==> config.mk <==
export PLATFORM = sky130hd
export DESIGN_NAME = trrm_regbank
export DESIGN_NICKNAME = d
export VERILOG_FILES = /design/src/common/trrm_pkg.sv /design/src/rtl/trrm_regbank.sv
export SDC_FILE = /design/constraint.sdc
export NUM_CORES = 1
export LEC_CHECK = 0
export BUFFER_PORTS_ARGS = -buffer_cell sky130_fd_sc_hd__buf_2
export CAP_MARGIN = 5
export CORE_UTILIZATION = 60
export CTS_CLUSTER_DIAMETER = 120
export DETAILED_ROUTE_END_ITERATION = 6
export GPL_ROUTABILITY_DRIVEN = 0
export HOLD_SLACK_MARGIN = 0.12
export PLACE_DENSITY = 0.86
export SETUP_SLACK_MARGIN = 0.3
export SYNTH_ARGS = -nofsm -noshare
export SYNTH_HDL_FRONTEND = slang
export SYNTH_SLANG_ARGS = --single-unit
==> constraint.sdc <==
create_clock -name clock -period 1.74 [get_ports clock]
set_input_delay 0 -clock clock [delete_from_list [all_inputs] [get_ports clock]]
set_output_delay 0 -clock clock [all_outputs]
set_load 0.03 [all_outputs]
==> src/common/trrm_pkg.sv <==
package trrm_pkg;

    localparam int unsigned ADDR_W = 6;
    localparam int unsigned DATA_W = 8;

    // register offsets
    localparam logic [5:0] OFS_REGULATOR      = 6'h10;
    localparam logic [5:0] OFS_BATTERY        = 6'h11;
    localparam logic [5:0] OFS_EXT_ADDR_TOP   = 6'h2b;
    localparam logic [5:0] OFS_MAC_RETRY      = 6'h2c;
    localparam logic [5:0] OFS_SEED_LOW       = 6'h2d;
    localparam logic [5:0] OFS_ACK_SEED_HIGH  = 6'h2e;
    localparam logic [5:0] OFS_BACKOFF_EXP    = 6'h2f;
    localparam logic [5:0] OFS_STATE_REPORT   = 6'h30;
    localparam logic [5:0] OFS_DIGITAL_TEST   = 6'h36;
    localparam logic [5:0] OFS_PAGED          = 6'h3b;
    localparam logic [5:0] OFS_GAIN_TEST      = 6'h3c;
    localparam logic [5:0] OFS_MOD_TEST       = 6'h3d;

    // power-on defaults
    localparam logic [7:0] RST_REGULATOR      = 8'h00;
    localparam logic [7:0] RST_BATTERY        = 8'h02;
    localparam logic [7:0] RST_EXT_ADDR_TOP   = 8'h00;
    localparam logic [7:0] RST_MAC_RETRY      = 8'h38;
    localparam logic [7:0] RST_SEED_LOW       = 8'hea;
    localparam logic [7:0] RST_ACK_SEED_HIGH  = 8'h42;
    localparam logic [7:0] RST_BACKOFF_EXP    = 8'h53;
    localparam logic [7:0] RST_STATE_REPORT   = 8'h00;
    localparam logic [7:0] RST_DIGITAL_TEST   = 8'h00;
    localparam logic [7:0] RST_TX_TIMING      = 8'h00;
    localparam logic [7:0] RST_GAIN_TEST      = 8'h00;
    localparam logic [7:0] RST_MOD_TEST       = 8'h00;

    // status bits merged into read-back
    localparam logic [7:0] REGULATOR_OK_BIT   = 8'h04;
    localparam logic [7:0] BATTERY_OK_BIT     = 8'h20;

    // state report values loaded by a reset
    localparam logic [7:0] STATE_AFTER_PON    = 8'h11;
    localparam logic [7:0] STATE_AFTER_OTHER  = 8'h07;

    // paging selector value
    localparam logic [7:0] PAGE_ON            = 8'h01;

    // index of each plain storage register
    localparam int unsigned NUM_PLAIN         = 9;
    localparam logic [3:0] IDX_EXT_ADDR_TOP   = 4'h0;
    localparam logic [3:0] IDX_MAC_RETRY      = 4'h1;
    localparam logic [3:0] IDX_SEED_LOW       = 4'h2;
    localparam logic [3:0] IDX_ACK_SEED_HIGH  = 4'h3;
    localparam logic [3:0] IDX_BACKOFF_EXP    = 4'h4;
    localparam logic [3:0] IDX_DIGITAL_TEST   = 4'h5;
    localparam logic [3:0] IDX_TX_TIMING      = 4'h6;
    localparam logic [3:0] IDX_GAIN_TEST      = 4'h7;
    localparam logic [3:0] IDX_MOD_TEST       = 4'h8;
    localparam logic [3:0] IDX_NONE           = 4'hf;

    typedef struct packed {
        logic       wr;
        logic       rd;
        logic [5:0] addr;
        logic [7:0] wdata;
    } trrm_req_t;

    typedef struct packed {
        logic [7:0] tx_time_page_select;
        logic [7:0] power_meas_page_select;
        logic       digital_regulator;
        logic       battery_monitor;
        logic       in_pon_state;
    } trrm_status_t;

endpackage

==> src/rtl/trrm_regbank.sv <==
`timescale 1ns/1ns
`default_nettype none

module trrm_regbank #(
    parameter int unsigned DATA_W = trrm_pkg::DATA_W
) (
    // clock, reset, enable
    input  wire logic                 clock,
    input  wire logic                 arst_n,
    input  wire logic                 clk_en,
    input  wire logic                 pin_rst_n,
    // register access from the serial host interface
    input  wire trrm_pkg::trrm_req_t  req,
    output logic [DATA_W-1:0]         rdata,
    // device status and paging
    input  wire trrm_pkg::trrm_status_t status,
    input  wire logic [DATA_W-1:0]    power_meas_value
);

    // the register map and read merge are byte wide only
    if (DATA_W != 8)
    begin : g_width_check
        $error("trrm_regbank serves 8-bit registers only");
    end

    logic [7:0] plain_q [trrm_pkg::NUM_PLAIN];
    logic [7:0] regulator_q;
    logic [7:0] battery_q;
    logic [7:0] state_report_q;
    logic [7:0] rdata_q;
    logic       pon_pending_q;
    logic [3:0] idx;
    logic       tx_page;
    logic       meas_page;

    function automatic logic [7:0] plain_default(input logic [3:0] i);
        case (i)
            trrm_pkg::IDX_MAC_RETRY:     plain_default = trrm_pkg::RST_MAC_RETRY;
            trrm_pkg::IDX_SEED_LOW:      plain_default = trrm_pkg::RST_SEED_LOW;
            trrm_pkg::IDX_ACK_SEED_HIGH: plain_default = trrm_pkg::RST_ACK_SEED_HIGH;
            trrm_pkg::IDX_BACKOFF_EXP:   plain_default = trrm_pkg::RST_BACKOFF_EXP;
            trrm_pkg::IDX_EXT_ADDR_TOP:  plain_default = trrm_pkg::RST_EXT_ADDR_TOP;
            trrm_pkg::IDX_DIGITAL_TEST:  plain_default = trrm_pkg::RST_DIGITAL_TEST;
            trrm_pkg::IDX_TX_TIMING:     plain_default = trrm_pkg::RST_TX_TIMING;
            trrm_pkg::IDX_GAIN_TEST:     plain_default = trrm_pkg::RST_GAIN_TEST;
            default:                     plain_default = trrm_pkg::RST_MOD_TEST;
        endcase
    endfunction

    assign tx_page   = (status.tx_time_page_select == trrm_pkg::PAGE_ON);
    assign meas_page = (status.power_meas_page_select == trrm_pkg::PAGE_ON);

    always_comb
    begin
        case (req.addr)
            trrm_pkg::OFS_EXT_ADDR_TOP:  idx = trrm_pkg::IDX_EXT_ADDR_TOP;
            trrm_pkg::OFS_MAC_RETRY:     idx = trrm_pkg::IDX_MAC_RETRY;
            trrm_pkg::OFS_SEED_LOW:      idx = trrm_pkg::IDX_SEED_LOW;
            trrm_pkg::OFS_ACK_SEED_HIGH: idx = trrm_pkg::IDX_ACK_SEED_HIGH;
            trrm_pkg::OFS_BACKOFF_EXP:   idx = trrm_pkg::IDX_BACKOFF_EXP;
            trrm_pkg::OFS_DIGITAL_TEST:  idx = trrm_pkg::IDX_DIGITAL_TEST;
            trrm_pkg::OFS_PAGED:         idx = tx_page ? trrm_pkg::IDX_TX_TIMING
                                                       : trrm_pkg::IDX_NONE;
            trrm_pkg::OFS_GAIN_TEST:     idx = trrm_pkg::IDX_GAIN_TEST;
            trrm_pkg::OFS_MOD_TEST:      idx = trrm_pkg::IDX_MOD_TEST;
            default:                     idx = trrm_pkg::IDX_NONE;
        endcase
    end

    // power-on loads every default; pin reset restores plain registers only
    always_ff @(posedge clock or negedge arst_n)
    begin
        if (!arst_n)
        begin
            for (int i = 0; i < trrm_pkg::NUM_PLAIN; i++)
                plain_q[i] <= plain_default(4'(i));
        end
        else if (clk_en)
        begin
            if (!pin_rst_n)
            begin
                for (int i = 0; i < trrm_pkg::NUM_PLAIN; i++)
                    plain_q[i] <= plain_default(4'(i));
            end
            else if (req.wr && idx != trrm_pkg::IDX_NONE)
                plain_q[idx] <= req.wdata;
        end
    end

    // regulator and battery values survive a pin reset
    always_ff @(posedge clock or negedge arst_n)
    begin
        if (!arst_n)
        begin
            regulator_q <= trrm_pkg::RST_REGULATOR;
            battery_q   <= trrm_pkg::RST_BATTERY;
        end
        else if (clk_en && pin_rst_n && req.wr)
        begin
            if (req.addr == trrm_pkg::OFS_REGULATOR)
                regulator_q <= req.wdata;
            if (req.addr == trrm_pkg::OFS_BATTERY)
                battery_q <= req.wdata;
        end
    end

    // state report loaded after each reset, by the state it was taken in
    always_ff @(posedge clock or negedge arst_n)
    begin
        if (!arst_n)
        begin
            state_report_q <= trrm_pkg::RST_STATE_REPORT;
            pon_pending_q  <= 1'b1;
        end
        else if (clk_en)
        begin
            pon_pending_q <= 1'b0;
            if (!pin_rst_n)
                state_report_q <= status.in_pon_state ? trrm_pkg::STATE_AFTER_PON
                                                      : trrm_pkg::STATE_AFTER_OTHER;
            else if (pon_pending_q)
                state_report_q <= trrm_pkg::STATE_AFTER_PON;
            else if (req.wr && req.addr == trrm_pkg::OFS_STATE_REPORT)
                state_report_q <= req.wdata;
        end
    end

    // read data is registered; unmapped or unpaged reads return zero
    always_ff @(posedge clock or negedge arst_n)
    begin
        if (!arst_n)
            rdata_q <= 8'h00;
        else if (clk_en && req.rd)
        begin
            case (req.addr)
                trrm_pkg::OFS_REGULATOR:
                    rdata_q <= regulator_q |
                               (status.digital_regulator ? trrm_pkg::REGULATOR_OK_BIT : 8'h00);
                trrm_pkg::OFS_BATTERY:
                    rdata_q <= battery_q |
                               (status.battery_monitor ? trrm_pkg::BATTERY_OK_BIT : 8'h00);
                trrm_pkg::OFS_STATE_REPORT:
                    rdata_q <= state_report_q;
                default:
                begin
                    // measurement page when tx timing page is off
                    if (idx != trrm_pkg::IDX_NONE)
                        rdata_q <= plain_q[idx];
                    else if (req.addr == trrm_pkg::OFS_PAGED && meas_page)
                        rdata_q <= power_meas_value;
                    else
                        rdata_q <= 8'h00;
                end
            endcase
        end
    end

    assign rdata = rdata_q;
endmodule // trrm_regbank

`default_nettype wire

==> metrics <==
final wirelength=22.1 mm; vias after detailed routing=6291; Avg Synthesized Cell Area=9.71 um2; initial antenna violation count=0; Achievable Freq=0.492 GHz; fin crit share=117%; logic gate share of total power=18.6%; Initial Util=61.9%; clock power share=29.5%; Max clock buf depth=2; Synth Register Bits=105; sequential power share=51.9%; Critical Path AT=2320 ps; Static Leak=3.22 nW; DR WL/cell=25.8 um; fin nets=771; Post-Synthesis Cells=589; required time of the critical path=2020 ps; Final ANT Viol Nets=0; Global Route met1 Usage=56.8%; largest net degree at the start of global routing=61; Post-Syn Area=0.00572 mm2; Sw Ratio=31.3%; DRC=3; share of cells above drive strength 1=37.3%; hpwl dp=13.6 mm; worst setup margin=-291 ps; Peak VDD IR=0.947 mV; clk slew on worst S/H paths=110 ps; fin crit period=2030 ps; non-filler cells in the finished layout=858; worst hold endpoint=rdata[0]; relative slew slack=45.8%; PD cells=682 mW/mm2; worst-case reg-to-reg path depth=5; max-capacitance violation count=0; CTS H-tree depth=3; commonest cells after routing, fill and taps aside=89 x dfrtp_1, 70 x buf_4, 51 x nand2_1, 49 x buf_2, 30 x o21ai_0; Crit Reg-Reg Endpoint=rdata[1]; sequential area share after synthesis=46.3%; CP Max Fanout=8; Netlist cell types=62; die height=99.7 um; Post-synth top flop=dfrtp_1; area grow syn2layout=33.2%; Worst-Margin Slew=813 ps; root cell of the clock tree=clkbuf_8; CTS tree=yes; RSZ-0062 raised after global routing=true; vias in the first global route=6172; std cell rows=35; Switching Power=1.63 mW; Yosys warning count=0; first-pass GRT wire length=34.4 mm; syn_nets=636; final setup TNS=-13320 ps; commonest non-fill, non-tap cell in the layout=dfrtp_1; Port-buffer cells=54; global-route met2 utilization=69.0%; Final setup viols=79; IO Count=55; CP Capture Type=register; total grt overflow=0; Pre-antenna DRT Iters=7; placed cells=815; r2r setup slk=40 ps; Async S/R FF share, synth=100%; status=finished, violations left; 1st-iter DRT viols=1071; Post-synth EDFFs=0; Final Hold Fails=0; Via density=7.33; Internal Power=3.57 mW; Tot Pwr=5.20 mW; clock sinks=105; area of the die=0.00993 mm2; startpoint types=input port; DP Worst Slack=-662 ps; WS Path Type=input port to register; worst hold path depth=4; Critical R2R Launch=state_report_q[1]; M3 GR Usage=19.9%; latest clock arrival within the worst-skew pair=400 ps; Num CTS Buffers=9; worst hold path class=input port to register; Diodes inserted=0; Pins Over Slew Limit=0; Core Area=0.00924 mm2; failing checks=DRC, setup timing; Min-Delay Startpoint=power_meas_value[0]; die width=99.7 um; clk_skew=13.8 ps; gr usage total=47.0%; GRT busiest layer=met2
## cell type report
cell class	instances	area [um2]
Inverter	13	48.8
Tap cell	129	161
Timing Repair Buffer	167	1340
Clock inverter	6	58.8
Clock buffer	10	138
Fill cell	460	1620
Multi-Input combinational cell	428	3230
Sequential cell	105	2650
## what timing repair did
| action | in CTS | in global routing |
|---|---|---|
| resized for setup | 81 | 22 |
| hold buffers | 17 | 0 |
| pin swaps | 27 | 6 |
| buffers inserted | 7 | 2 |
| cloned | 1 | 0 |
| endpoints found under the hold margin | 192 | 0 |
| endpoints found under the setup margin | 104 | 112 |
## synth_stat cells, types with 7 or more instances
library cell,number,area (um2)
a21oi_1,29,145
a221oi_1,12,105
buf_2,10,50.1
clkbuf_1,31,116
dfrtp_1,89,2230
dfstp_2,16,420
inv_1,12,45.0
mux2_2,23,259
nand2_1,59,221
nand2b_1,14,87.6
nand3_1,25,125
nand4_1,15,93.8
nor2_1,25,93.8
nor3_1,11,55.1
o211ai_1,15,113
o21ai_0,48,240
o221ai_1,7,61.3
o22ai_1,7,43.8
o2bb2ai_1,36,315
## per-stage QoR
stage / hold WS [ps] / area [um2] / utilization [%]
5_1_grt: 169 / 7620 / 82.5
3_3_place_gp: -72.6 / 6740 / 73.0
4_1_cts: 141 / 7530 / 81.5
6_report: 135 / 7620 / 82.5
3_5_place_dp: -67.7 / 6740 / 73.0
2_1_floorplan: -296 / 5850 / -
## power by group through the flow
stage	clock (mW)	combinational [mW]	sequential, mW
4_1_cts	1.51	0.906	2.68
2_1_floorplan	0	0.404	2.74
3_5_place_dp	0	0.797	2.73
3_3_place_gp	0	0.767	2.72
5_1_grt	1.62	1.02	2.70
6_report	1.54	0.967	2.70
## routing by layer
metal  share of wire (%)  routed length, um
met3                  14               3180
met1                  34               7450
met4                 8.7               1920
met2                  43               9590
met5                   0                  0
## cells by family (layout without fill, tap and decap cells)
family          count (synthesis)  count (layout)  synth area share [%]
compound gates                209             210                  26.6
xor+xnor                        1               1                 0.153
simple gates                  190             190                  17.6
mux                            27              27                  5.23
flops                         105             105                  46.3
buf+inv                        57             196                  4.09
## worst max path at each step
| stage | startpoint | slack, ps | cells past startpoint | endpoint |
|---|---|---|---|---|
| floorplan | status[12] | -410 | 8 | plain_q[16] |
| global placement | status[12] | -660 | 8 | rdata[0] |
| detailed placement | status[12] | -660 | 8 | rdata[0] |
| CTS | status[13] | -180 | 8 | plain_q[32] |
| global route | status[13] | -260 | 8 | plain_q[10] |
| finish | status[13] | -290 | 8 | plain_q[15] |
## worst max-delay path, stage by stage
cell	delay, ps
buf_6	90
or4b_4	530
o2111a_2	300
buf_6	120
a2111o_4	410
a211oi_1	410
o21ai_2	240
o2bb2ai_1	220
## registers in the layout (all words and copies together), names as in the netlist
name and flops:
regulator_q 8, state_report_q 8, pon_pending_q 1, battery_q 8
plain_q 72, rdata 8
Note: power is estimated with default switching activity, not from simulation.
